`config.mk`:
```
export PLATFORM = sky130hd
export DESIGN_NAME = tcstat_top
export DESIGN_NICKNAME = d
export VERILOG_FILES = /design/src/rtl/tcstat_top.v
export VERILOG_INCLUDE_DIRS = /design/src /design/src/rtl
export SDC_FILE = /design/constraint.sdc
export NUM_CORES = 1
export LEC_CHECK = 0
export ABC_AREA = 1
export BUFFER_PORTS_ARGS = -buffer_cell sky130_fd_sc_hd__buf_2
export CORE_AREA = 2 2 194 196
export CTS_BUF_LIST = sky130_fd_sc_hd__clkbuf_8
export CTS_CLUSTER_DIAMETER = 60
export DETAILED_ROUTE_END_ITERATION = 6
export DIE_AREA = 0 0 196 198
export SETUP_SLACK_MARGIN = 0.4
export SLEW_MARGIN = 20
export SYNTH_ARGS = -nofsm -noshare
export SYNTH_HDL_FRONTEND = slang
export SYNTH_SLANG_ARGS = --single-unit
```
`constraint.sdc`:
```
create_clock -name clk_sys -period 3.1 [get_ports clk_sys]
set_input_delay 0.31 -clock clk_sys [delete_from_list [all_inputs] [get_ports clk_sys]]
set_output_delay 0.31 -clock clk_sys [all_outputs]
set_load 0.02 [all_outputs]
```
`src/rtl/tcstat_defines.vh`:
```
// Purpose : Shared constants for the cell statistics and mode block
// Assumes : Byte-wide register port, 10-bit register address
// Notes   : Offsets are byte addresses of the register port
`ifndef TCSTAT_DEFINES_VH
`define TCSTAT_DEFINES_VH

// ----------------------------------------------------------------
// Register offsets
// ----------------------------------------------------------------
`define TCSTAT_ADDR_W          10
`define TCSTAT_OFS_FIXED_HEC   10'h037
`define TCSTAT_OFS_RX_LOW      10'h038
`define TCSTAT_OFS_RX_MID      10'h039
`define TCSTAT_OFS_RX_HIGH     10'h03A
`define TCSTAT_OFS_BAD_HEC     10'h03B
`define TCSTAT_OFS_SCREEN_LOW  10'h03C
`define TCSTAT_OFS_SCREEN_HIGH 10'h03D
`define TCSTAT_OFS_EVT_STATUS  10'h03F
`define TCSTAT_OFS_MODE        10'h200

// ----------------------------------------------------------------
// Counter widths and saturation values
// ----------------------------------------------------------------
`define TCSTAT_CNT_W           19
`define TCSTAT_MAX_BYTE        19'h000FF
`define TCSTAT_MAX_RX          19'h7FFFF
`define TCSTAT_MAX_SCREEN      19'h0FFFF

// ----------------------------------------------------------------
// Mode register fields and reset value
// ----------------------------------------------------------------
`define TCSTAT_MODE_RST        8'h00
`define TCSTAT_MODE_WMASK      8'hF9
`define TCSTAT_BIT_MASTER_RST  7
`define TCSTAT_BIT_LOGIC_RST   6
`define TCSTAT_BIT_STAT_LAT    5
`define TCSTAT_BIT_CNTR_LAT    4
`define TCSTAT_BIT_IRQ_EN      3
`define TCSTAT_BIT_SEC_DRIVE   0

// ----------------------------------------------------------------
// Event status bits
// ----------------------------------------------------------------
`define TCSTAT_ST_W            4
`define TCSTAT_ST_RST          4'h0

// ----------------------------------------------------------------
// One-second timing: 8000 periods of the 8 kHz tick
// ----------------------------------------------------------------
`define TCSTAT_TICK_KHZ        8
`define TCSTAT_SEC_MS          1000
`define TCSTAT_SEC_TICKS       (`TCSTAT_TICK_KHZ * `TCSTAT_SEC_MS)
`define TCSTAT_DIV_W           13

`endif

```
`src/rtl/tcstat_top.v`:
```
// Purpose : Cell statistics counters, event status and device mode
//           control of the transmission-convergence receive side
// Assumes : All inputs synchronous to clk_sys; event inputs are
//           one-cycle pulses; tick_8k is a one-cycle 8 kHz enable
// Notes   : Summary of behaviour follows below
//
// Summary of operation
// - Count corrected HEC errors, 8 bits, at 0x37
// - Count received cells, 19 bits, from 0x38
// - Upper rx count byte bits 7..3 read zero
// - Count uncorrectable HEC errors, 8 bits, at 0x3B
// - Count screen rejects, 16 bits, at 0x3C/0x3D
// - Reading a counter returns it then clears it
// - Master reset holds logic, defaults all registers
// - Logic reset holds logic, keeps register contents
// - Latched status shows last one-second interval only
// - Latched status read clears until next second
// - Unlatched status accumulates since last read
// - Latched counters show last one-second interval count
// - Latched counter read clears until next second
// - Unlatched counters count since last read
// - Mode bit 3 gates the interrupt pin
// - Drive mode: 8000 ticks make a second pulse
// - Unlatched event status reports events since last read
//
// The address-and-strobe port was chosen for this implementation.
`timescale 1ns/1ps
`include "tcstat_defines.vh"

module tcstat_top
#(
  parameter SEC_TICKS = `TCSTAT_SEC_TICKS // 8 kHz ticks per second
)
(
  input  wire                      clk_sys,
  input  wire                      rst_n,
  input  wire [`TCSTAT_ADDR_W-1:0] reg_addr,
  input  wire [7:0]                reg_wdata,
  input  wire                      reg_wr,
  input  wire                      reg_rd,
  output reg  [7:0]                reg_rdata,
  input  wire                      fixed_hec_evt,
  input  wire                      bad_hec_evt,
  input  wire                      rx_cell_evt,
  input  wire                      screen_reject_evt,
  input  wire                      irq_source,
  input  wire                      tick_8k,
  input  wire                      second_pulse_pin_in,
  output reg                       second_pulse_pin_out,
  output reg                       second_pulse_pin_oe,
  output reg                       host_irq_n,
  output reg                       logic_hold,
  output reg                       second_evt
);

  // ----------------------------------------------------------------
  // Storage
  // ----------------------------------------------------------------
  reg  [7:0]               mode_ff;        // Mode control
  reg  [7:0]               nxt_mode;       // Next mode value
  reg  [`TCSTAT_CNT_W-1:0] fix_vis_ff;     // Visible corrected HEC count
  reg  [`TCSTAT_CNT_W-1:0] fix_acc_ff;     // Pending corrected HEC count
  reg  [`TCSTAT_CNT_W-1:0] rx_vis_ff;      // Visible rx cell count
  reg  [`TCSTAT_CNT_W-1:0] rx_acc_ff;      // Pending rx cell count
  reg  [`TCSTAT_CNT_W-1:0] bad_vis_ff;     // Visible bad HEC count
  reg  [`TCSTAT_CNT_W-1:0] bad_acc_ff;     // Pending bad HEC count
  reg  [`TCSTAT_CNT_W-1:0] scr_vis_ff;     // Visible screen reject count
  reg  [`TCSTAT_CNT_W-1:0] scr_acc_ff;     // Pending screen reject count
  reg  [15:0]              rx_hold_ff;     // Rx mid/high snapshot
  reg  [7:0]               scr_hold_ff;    // Screen high snapshot
  reg  [`TCSTAT_ST_W-1:0]  st_vis_ff;      // Visible event status
  reg  [`TCSTAT_ST_W-1:0]  st_acc_ff;      // Pending event status
  reg  [`TCSTAT_DIV_W-1:0] div_ff;         // 8 kHz tick divider
  reg                      pin_prev_ff;    // Pin level last cycle
  reg  [7:0]               nxt_rdata;      // Read mux result

  // ----------------------------------------------------------------
  // Decoded controls
  // ----------------------------------------------------------------
  wire master_rst = mode_ff[`TCSTAT_BIT_MASTER_RST];
  wire hold       = master_rst | mode_ff[`TCSTAT_BIT_LOGIC_RST];
  wire stat_lat   = mode_ff[`TCSTAT_BIT_STAT_LAT];
  wire cntr_lat   = mode_ff[`TCSTAT_BIT_CNTR_LAT];
  wire drive_sec  = mode_ff[`TCSTAT_BIT_SEC_DRIVE];

  // Event inputs are ignored while the block logic is held
  wire ev_fix = fixed_hec_evt & ~hold;
  wire ev_rx  = rx_cell_evt & ~hold;
  wire ev_bad = bad_hec_evt & ~hold;
  wire ev_scr = screen_reject_evt & ~hold;

  // Read strobes per register, and the mode write strobe
  wire rd_fix   = reg_rd & (reg_addr == `TCSTAT_OFS_FIXED_HEC);
  wire rd_rx_l  = reg_rd & (reg_addr == `TCSTAT_OFS_RX_LOW);
  wire rd_rx_m  = reg_rd & (reg_addr == `TCSTAT_OFS_RX_MID);
  wire rd_rx_h  = reg_rd & (reg_addr == `TCSTAT_OFS_RX_HIGH);
  wire rd_bad   = reg_rd & (reg_addr == `TCSTAT_OFS_BAD_HEC);
  wire rd_scr_l = reg_rd & (reg_addr == `TCSTAT_OFS_SCREEN_LOW);
  wire rd_scr_h = reg_rd & (reg_addr == `TCSTAT_OFS_SCREEN_HIGH);
  wire rd_st    = reg_rd & (reg_addr == `TCSTAT_OFS_EVT_STATUS);
  wire wr_mode  = reg_wr & (reg_addr == `TCSTAT_OFS_MODE);

  // ----------------------------------------------------------------
  // One-second event source
  // ----------------------------------------------------------------
  // Terminal count of the internal divider
  wire div_end  = tick_8k &
                  ({{(32-`TCSTAT_DIV_W){1'b0}}, div_ff} == SEC_TICKS - 1);
  // Rising edge of the pin in receive mode
  wire pin_rise = second_pulse_pin_in & ~pin_prev_ff;
  // Selected one-second event for this cycle
  wire sec_now  = ~hold & (drive_sec ? div_end : pin_rise);

  // ----------------------------------------------------------------
  // Functions
  // ----------------------------------------------------------------
  // Saturating increment; stops at the counter's all-ones value
  function [`TCSTAT_CNT_W-1:0] sat_inc;
    input [`TCSTAT_CNT_W-1:0] val;
    input                     evt;
    input [`TCSTAT_CNT_W-1:0] max;
    begin
      sat_inc = (evt && (val != max)) ? val + 1'b1 : val;
    end
  endfunction

  // Next visible count. Event beats a clearing read, so a pulse
  // in the read cycle still lands in the fresh count.
  function [`TCSTAT_CNT_W-1:0] next_vis;
    input [`TCSTAT_CNT_W-1:0] vis;
    input [`TCSTAT_CNT_W-1:0] acc;
    input                     evt;
    input                     clr;
    input                     lat;
    input                     sec;
    input [`TCSTAT_CNT_W-1:0] max;
    reg   [`TCSTAT_CNT_W-1:0] base;
    begin
      base = clr ? {`TCSTAT_CNT_W{1'b0}} : vis;
      if (lat)
      begin
        // Interval count replaces view only on a second
        if (sec)
          next_vis = acc;
        else
          next_vis = base;
      end
      else
        next_vis = sat_inc(base, evt, max);
    end
  endfunction

  // Next pending interval count, used only while latching
  function [`TCSTAT_CNT_W-1:0] next_acc;
    input [`TCSTAT_CNT_W-1:0] acc;
    input                     evt;
    input                     lat;
    input                     sec;
    input [`TCSTAT_CNT_W-1:0] max;
    begin
      if (!lat)
        next_acc = {`TCSTAT_CNT_W{1'b0}};
      else if (sec)
        next_acc = sat_inc({`TCSTAT_CNT_W{1'b0}}, evt, max);
      else
        next_acc = sat_inc(acc, evt, max);
    end
  endfunction

  // ----------------------------------------------------------------
  // Mode register next value
  // ----------------------------------------------------------------
  // While master reset is set, every other bit is held at default
  always @*
  begin
    nxt_mode = mode_ff;
    if (wr_mode)
      nxt_mode = reg_wdata & `TCSTAT_MODE_WMASK;
    if (nxt_mode[`TCSTAT_BIT_MASTER_RST])
      nxt_mode = `TCSTAT_MODE_RST |
                 (8'h01 << `TCSTAT_BIT_MASTER_RST);
  end

  // ----------------------------------------------------------------
  // Mode register and pin control
  // ----------------------------------------------------------------
  always @(posedge clk_sys or negedge rst_n)
  begin
    if (!rst_n)
    begin
      mode_ff             <= `TCSTAT_MODE_RST;
      second_pulse_pin_oe <= 1'b0;
      logic_hold          <= 1'b0;
    end
    else
    begin
      mode_ff             <= nxt_mode;
      // Pin drives only in internal mode
      second_pulse_pin_oe <= nxt_mode[`TCSTAT_BIT_SEC_DRIVE];
      // Downstream state machines held in either reset mode
      logic_hold          <= nxt_mode[`TCSTAT_BIT_MASTER_RST] |
                             nxt_mode[`TCSTAT_BIT_LOGIC_RST];
    end
  end

  // ----------------------------------------------------------------
  // One-second divider and pin pulse
  // ----------------------------------------------------------------
  // Divider is a state machine, so both resets hold it at zero
  always @(posedge clk_sys or negedge rst_n)
  begin
    if (!rst_n)
    begin
      div_ff               <= {`TCSTAT_DIV_W{1'b0}};
      pin_prev_ff          <= 1'b0;
      second_pulse_pin_out <= 1'b0;
      second_evt           <= 1'b0;
    end
    else if (hold)
    begin
      div_ff               <= {`TCSTAT_DIV_W{1'b0}};
      pin_prev_ff          <= 1'b0;
      second_pulse_pin_out <= 1'b0;
      second_evt           <= 1'b0;
    end
    else
    begin
      // Count only 8 kHz ticks while driving the pin
      if (!drive_sec || div_end)
        div_ff <= {`TCSTAT_DIV_W{1'b0}};
      else if (tick_8k)
        div_ff <= div_ff + 1'b1;
      pin_prev_ff          <= second_pulse_pin_in;
      // One-cycle high pulse: low-high-low on the pin
      second_pulse_pin_out <= drive_sec & div_end;
      second_evt           <= sec_now;
    end
  end

  // ----------------------------------------------------------------
  // Statistics counters
  // ----------------------------------------------------------------
  // Counters live in register space, so only master reset clears
  always @(posedge clk_sys or negedge rst_n)
  begin
    if (!rst_n)
    begin
      fix_vis_ff  <= {`TCSTAT_CNT_W{1'b0}};
      fix_acc_ff  <= {`TCSTAT_CNT_W{1'b0}};
      rx_vis_ff   <= {`TCSTAT_CNT_W{1'b0}};
      rx_acc_ff   <= {`TCSTAT_CNT_W{1'b0}};
      bad_vis_ff  <= {`TCSTAT_CNT_W{1'b0}};
      bad_acc_ff  <= {`TCSTAT_CNT_W{1'b0}};
      scr_vis_ff  <= {`TCSTAT_CNT_W{1'b0}};
      scr_acc_ff  <= {`TCSTAT_CNT_W{1'b0}};
      rx_hold_ff  <= 16'h0000;
      scr_hold_ff <= 8'h00;
    end
    else if (master_rst)
    begin
      fix_vis_ff  <= {`TCSTAT_CNT_W{1'b0}};
      fix_acc_ff  <= {`TCSTAT_CNT_W{1'b0}};
      rx_vis_ff   <= {`TCSTAT_CNT_W{1'b0}};
      rx_acc_ff   <= {`TCSTAT_CNT_W{1'b0}};
      bad_vis_ff  <= {`TCSTAT_CNT_W{1'b0}};
      bad_acc_ff  <= {`TCSTAT_CNT_W{1'b0}};
      scr_vis_ff  <= {`TCSTAT_CNT_W{1'b0}};
      scr_acc_ff  <= {`TCSTAT_CNT_W{1'b0}};
      rx_hold_ff  <= 16'h0000;
      scr_hold_ff <= 8'h00;
    end
    else
    begin
      // Corrected HEC, single byte
      fix_vis_ff <= next_vis(fix_vis_ff, fix_acc_ff, ev_fix, rd_fix,
                             cntr_lat, sec_now, `TCSTAT_MAX_BYTE);
      fix_acc_ff <= next_acc(fix_acc_ff, ev_fix, cntr_lat, sec_now,
                             `TCSTAT_MAX_BYTE);
      // Received cells, 19 bits; low byte read clears all of it
      rx_vis_ff  <= next_vis(rx_vis_ff, rx_acc_ff, ev_rx, rd_rx_l,
                             cntr_lat, sec_now, `TCSTAT_MAX_RX);
      rx_acc_ff  <= next_acc(rx_acc_ff, ev_rx, cntr_lat, sec_now,
                             `TCSTAT_MAX_RX);
      // Uncorrectable HEC, single byte
      bad_vis_ff <= next_vis(bad_vis_ff, bad_acc_ff, ev_bad, rd_bad,
                             cntr_lat, sec_now, `TCSTAT_MAX_BYTE);
      bad_acc_ff <= next_acc(bad_acc_ff, ev_bad, cntr_lat, sec_now,
                             `TCSTAT_MAX_BYTE);
      // Screen rejects, 16 bits
      scr_vis_ff <= next_vis(scr_vis_ff, scr_acc_ff, ev_scr, rd_scr_l,
                             cntr_lat, sec_now, `TCSTAT_MAX_SCREEN);
      scr_acc_ff <= next_acc(scr_acc_ff, ev_scr, cntr_lat, sec_now,
                             `TCSTAT_MAX_SCREEN);
      // Snapshot upper bytes so the later reads agree with low byte
      if (rd_rx_l)
        rx_hold_ff <= {5'h00, rx_vis_ff[18:8]};
      else if (rd_rx_m)
        rx_hold_ff[7:0] <= 8'h00;
      else if (rd_rx_h)
        rx_hold_ff[15:8] <= 8'h00;                     // Each byte clears after its read
      if (rd_scr_l)
        scr_hold_ff <= scr_vis_ff[15:8];
      else if (rd_scr_h)
        scr_hold_ff <= 8'h00;
    end
  end

  // ----------------------------------------------------------------
  // Event status register
  // ----------------------------------------------------------------
  // Bit order: corrected, uncorrected, received, screened
  wire [`TCSTAT_ST_W-1:0] st_evt = {ev_fix, ev_bad, ev_rx, ev_scr};

  // Latched mode shows the interval; unlatched mode is sticky
  always @(posedge clk_sys or negedge rst_n)
  begin
    if (!rst_n)
    begin
      st_vis_ff <= `TCSTAT_ST_RST;
      st_acc_ff <= `TCSTAT_ST_RST;
    end
    else if (master_rst)
    begin
      st_vis_ff <= `TCSTAT_ST_RST;
      st_acc_ff <= `TCSTAT_ST_RST;
    end
    else if (stat_lat)
    begin
      // Pending bits publish only on the second event
      if (sec_now)
      begin
        st_vis_ff <= st_acc_ff;
        st_acc_ff <= st_evt;
      end
      else
      begin
        if (rd_st)
          st_vis_ff <= `TCSTAT_ST_RST;
        st_acc_ff <= st_acc_ff | st_evt;
      end
    end
    else
    begin
      // Set wins over a clearing read in the same cycle
      st_vis_ff <= (rd_st ? `TCSTAT_ST_RST : st_vis_ff) | st_evt;
      st_acc_ff <= `TCSTAT_ST_RST;
    end
  end

  // ----------------------------------------------------------------
  // Interrupt pin
  // ----------------------------------------------------------------
  // Pin idles high unless enabled and a source is pending
  always @(posedge clk_sys or negedge rst_n)
  begin
    if (!rst_n)
      host_irq_n <= 1'b1;
    else
      host_irq_n <= ~(nxt_mode[`TCSTAT_BIT_IRQ_EN] & irq_source);
  end

  // ----------------------------------------------------------------
  // Read data mux
  // ----------------------------------------------------------------
  // Unmapped offsets read as zero
  always @*
  begin
    nxt_rdata = 8'h00;
    case (reg_addr)
      `TCSTAT_OFS_FIXED_HEC:   nxt_rdata = fix_vis_ff[7:0];
      `TCSTAT_OFS_RX_LOW:      nxt_rdata = rx_vis_ff[7:0];
      `TCSTAT_OFS_RX_MID:      nxt_rdata = rx_hold_ff[7:0];
      `TCSTAT_OFS_RX_HIGH:     nxt_rdata = {5'h00, rx_hold_ff[10:8]};
      `TCSTAT_OFS_BAD_HEC:     nxt_rdata = bad_vis_ff[7:0];
      `TCSTAT_OFS_SCREEN_LOW:  nxt_rdata = scr_vis_ff[7:0];
      `TCSTAT_OFS_SCREEN_HIGH: nxt_rdata = scr_hold_ff;
      `TCSTAT_OFS_EVT_STATUS:  nxt_rdata = {4'h0, st_vis_ff};
      `TCSTAT_OFS_MODE:        nxt_rdata = mode_ff;
      default:                 nxt_rdata = 8'h00;
    endcase
  end

  // ----------------------------------------------------------------
  // Read data register
  // ----------------------------------------------------------------
  // Data stands only in the cycle after the read strobe
  always @(posedge clk_sys or negedge rst_n)
  begin
    if (!rst_n)
      reg_rdata <= 8'h00;
    else
      reg_rdata <= reg_rd ? nxt_rdata : 8'h00;
  end

endmodule // tcstat_top

```
==> results by group <==
Layout
  – Share of layout cells above drive strength 1: between 9 and 10%
  – Multi-input logic area: 7770 µm²
  – Most frequent cells in the layout: nand2_1, inv_1, nor2_1
  – FF+latch area: 5280 µm²
  – Filler cells: about 3,800
  – Layout Utilization: roughly 44%
  – Final std cells w/o fill: ~2,700
  – Nets: around 2,300
  – Synthesis-to-finish area growth: 12.6%
  – Final instance area: approximately 16,000 µm²
  – Most common cell after layout, fill and taps aside: nand2_1

Logic synthesis
  – Net Count, Synth: between 2,000 and 2,500
  – Synth Area in Simple Gates: between 30 and 40%
  – Yosys top cell area share: 36.0%
  – Post-synth ARST share: 100%
  – Mean Syn Cell Area: 6.69 µm²
  – Post-synth EDFFs: 0
  – Primary FF master, synth: dfrtp_1
  – Post-Syn Area: 14,600 µm²
  – Synth Area in Compound Gates: about 16%
  – Synth area leaders: dfrtp_1, nand2_1, inv_1, o21ai_0, nand3_1
  – Seq cells post-synth: 211
  – Synth Area in XOR/XNOR: under 10%
  – Synth Instances: between 2,000 and 2,500
  – Post-synthesis sequential area ratio: 36.2%
  – Mux cell area share after synthesis: less than 1%
  – Number of distinct library cells after synthesis: 55
  – Main combinational cell family by area after synthesis: simple AND/OR/NAND/NOR gates
  – Synthesis Warnings: 0
  – Post-synth top area cell: dfrtp_1
  – Adder-cell share of the synthesized area: less than 1%

Drt
  – Vias: around 15,000
  – Via density: around 5.3
  – Total Routed Length: about 45,000 µm
  – Remaining antenna violation count: 0
  – DRC Markers: 0
  – Routed WL per cell: between 15 and 20 µm
  – First-iteration detailed-routing DRC count: about 920
  – First-pass detailed-route iteration total: 5

Worst setup path
  – FF-to-FF path depth: 13
  – Critical Path Max Stage Delay: 390 ps
  – Crit Reg-Reg Endpoint: fix_acc_ff[14]$_DFFE_PN0P_
  – Startpoint Class: register
  – Worst-path cell chain: ha_1 -> nand2_1 -> nor2_1 -> nand2_1 -> nor3_4 -> o21ai_4 -> nand2_2 -> buf_4 -> nor2_2 -> inv_1 -> nand2_1 -> o21ai_0 -> o21a_1
  – RR Startpoint: div_ff[0]$_DFFE_PN0P_
  – CP most frequent cell: nand2_1
  – CP Capture Type: register
  – WP data arrival: between 3000 and 4000 ps
  – Slowest CP cell: dfrtp_1
  – CP Launch Point: div_ff[0]$_DFFE_PN0P_
  – FF-to-FF setup slack: roughly 570 ps
  – Critical Path RT: about 3600 ps
  – Crit-path max FO: 8
  – Critical path type: reg -> reg

Floorplan
  – Die W: 196 µm
  – Core box area: 37,000 µm²
  – Initial Utilization: around two fifths
  – IO Count: 42
  – Count of standard-cell rows: a little over 70
  – DIE AREA: a little under 40,000 µm²
  – Die Height: just under 200 µm

Clock tree
  – H-tree levels: 2
  – CTS buffer count: between 40 and 50
  – CTS clk-pin slew, worst paths: 60 ps
  – Num Clock Sinks: ~210
  – Root buffer cell: clkbuf_8
  – CTS tree: built
  – Insertion delay to the later sink of the worst-skew pair: between 500 and 600 ps
  – CTS Buffer Depth: 3

STA
  – Final number of setup-violating endpoints: 0
  – RSZ-0062 raised after global routing: yes
  – Setup TNS: 0 ps
  – Clock Skew: roughly 16 ps
  – Worst-Margin Slew: 1090 ps
  – Final min period: between 2000 and 3000 ps
  – Final Hold Viols: 0
  – Maximum clock frequency: ~400 MHz
  – Slew Limit Headroom: between 20% and 30%
  – PnR worst setup slack: around 570 ps
  – Slew Limit Fails: 0
  – Period utilization: ~80%

Placement
  – Place WS: 192 ps
  – Cell count after placement: 2,656
  – Dpl cell area: ~15,000 µm²
  – Port Buf Inserts: 39
  – Gpl congestion: roughly 0.94
  – Dpl hpwl: roughly 32,000 µm

Power and ir drop
  – Clock power share: about half
  – Share of power burned in registers: a little under half
  – Psw: about 1.4 mW
  – Int Power: around 4.6 mW
  – Switch share: 23.9%
  – Power density of the placed cells: ~370 nW/µm²
  – Max IR drop VDD: between 0.2 and 0.25 mV
  – Leakage power: around 7.3 nW
  – Combinational share of power: under 10%

Global routing
  – Vias in the first global route: roughly 14,000
  – Pin count of the biggest net entering global routing: 93
  – First-pass GRT wire length: 73,600 µm
  – GRT Total Usage: about a quarter
  – Remaining global-route overflow: 0
  – Initial antenna violation count: 1

Status
  – Status: finished, final reports clean

Min path
  – Worst Hold Path EP: logic_hold$_DFF_PN0_
  – Worst hold path depth: 3
  – HP Class: in -> reg
  – Min-delay src: reg_wdata[6]

Run
  – Max-cap violations: 0
## final cells by class
class / instances / share of cell area [%]
Inverter: 310 / 7.12
Sequential cell: 211 / 32.2
Timing Repair Buffer: 89 / 4.17
Multi-Input combinational cell: 1579 / 47.3
Antenna cell: 1 / 0.0152
Tap cell: 474 / 3.61
Clock buffer: 57 / 4.78
Clock inverter: 17 / 0.770
## layer usage
metal / vias to the layer above / GRT usage, % / share of wire [%]
met4: 0 / 9.37 / 3.7
met2: 397 / 37.7 / 44
met3: 106 / 4.16 / 6.0
li1: 7282 / - / -
met5: - / 0 / 0
met1: 6841 / 31.6 / 46
## worst max-delay path, delay by kind of cell, from the launching register on
kind | cells | cell delay (ps)
flip-flops | 1 | 390
buffers and inverters | 2 | 420
AO/OA/AOI/OAI | 3 | 490
adder cells (fa/ha/maj) | 1 | 200
AND/OR/NAND/NOR | 7 | 950
## power by group through the flow
stage	combinational (mW)	clock, mW	sequential (mW)
3_5_place_dp	0.179	0	2.81
5_1_grt	0.205	3.30	2.75
2_1_floorplan	0.0610	0	2.81
4_1_cts	0.185	3.19	2.76
3_3_place_gp	0.177	0	2.81
6_report	0.181	3.10	2.76
## through the flow
| stage | power, mW | hold WS [ps] |
|---|---|---|
| 2_1_floorplan | 2.87 | 14.4 |
| 3_3_place_gp | 2.98 | 389 |
| 3_5_place_dp | 2.98 | 391 |
| 4_1_cts | 6.13 | 4.05 |
| 5_1_grt | 6.26 | 34.7 |
| 6_report | 6.04 | 33.5 |
## worst max-delay path by stage
stage | end | slack (ps)
floorplan | rx_vis_ff[15]$_DFF_PN0_ | 530
global placement | scr_vis_ff[14]$_DFF_PN0_ | 250
detailed placement | scr_vis_ff[3]$_DFF_PN0_ | 190
CTS | fix_acc_ff[14]$_DFFE_PN0P_ | 460
global route | fix_acc_ff[14]$_DFFE_PN0P_ | 340
finish | fix_acc_ff[14]$_DFFE_PN0P_ | 570
## cells by family after synthesis
logic type | Yosys count
fa+ha+maj | 9
xor+xnor | 37
compound gates | 424
flops | 211
mux | 1
buf+inv | 389
simple gates | 1108
## state kept, by name (all words and copies together) (netlist names), 11 cells and up
signal and count:
bad_acc_ff 19, bad_vis_ff 19, div_ff 13, fix_acc_ff 19
fix_vis_ff 19, rx_acc_ff 19, rx_hold_ff 11, rx_vis_ff 19
scr_acc_ff 19, scr_vis_ff 19
## repair_timing
item,CTS,global route
hold endpoints to repair,86,0
endpoints found under the setup margin,26,40
gates cloned,0,0
hold buffers,5,0
pin swaps,0,1
setup buffers,0,2
resized for setup,1,10
## cells in the mapped netlist (2+ instances only)
master,number
and3_1,2
buf_2,20
nor2_2,9
a211oi_1,4
o31ai_1,6
buf_1,6
nand4_1,48
nor2_4,13
ha_1,9
a31oi_1,13
clkbuf_1,41
o21a_1,3
a22oi_1,5
o21ai_0,190
nand2_2,12
buf_4,4
nor3_2,4
nor3b_1,4
xnor2_1,7
buf_6,8
or2_2,2
nand3b_1,5
nand3_4,2
nor3_1,56
a32o_1,5
inv_1,304
o22ai_1,11
dfrtp_1,210
o2111ai_1,5
o21ai_1,17
inv_2,6
nand2_4,4
o211ai_1,12
a21oi_1,136
nand2_1,510
a221oi_1,6
nor4_1,17
o41ai_1,4
nor2_1,233
xor2_1,30
nand3_1,182
No activity file was read; power rests on OpenSTA's default activity.
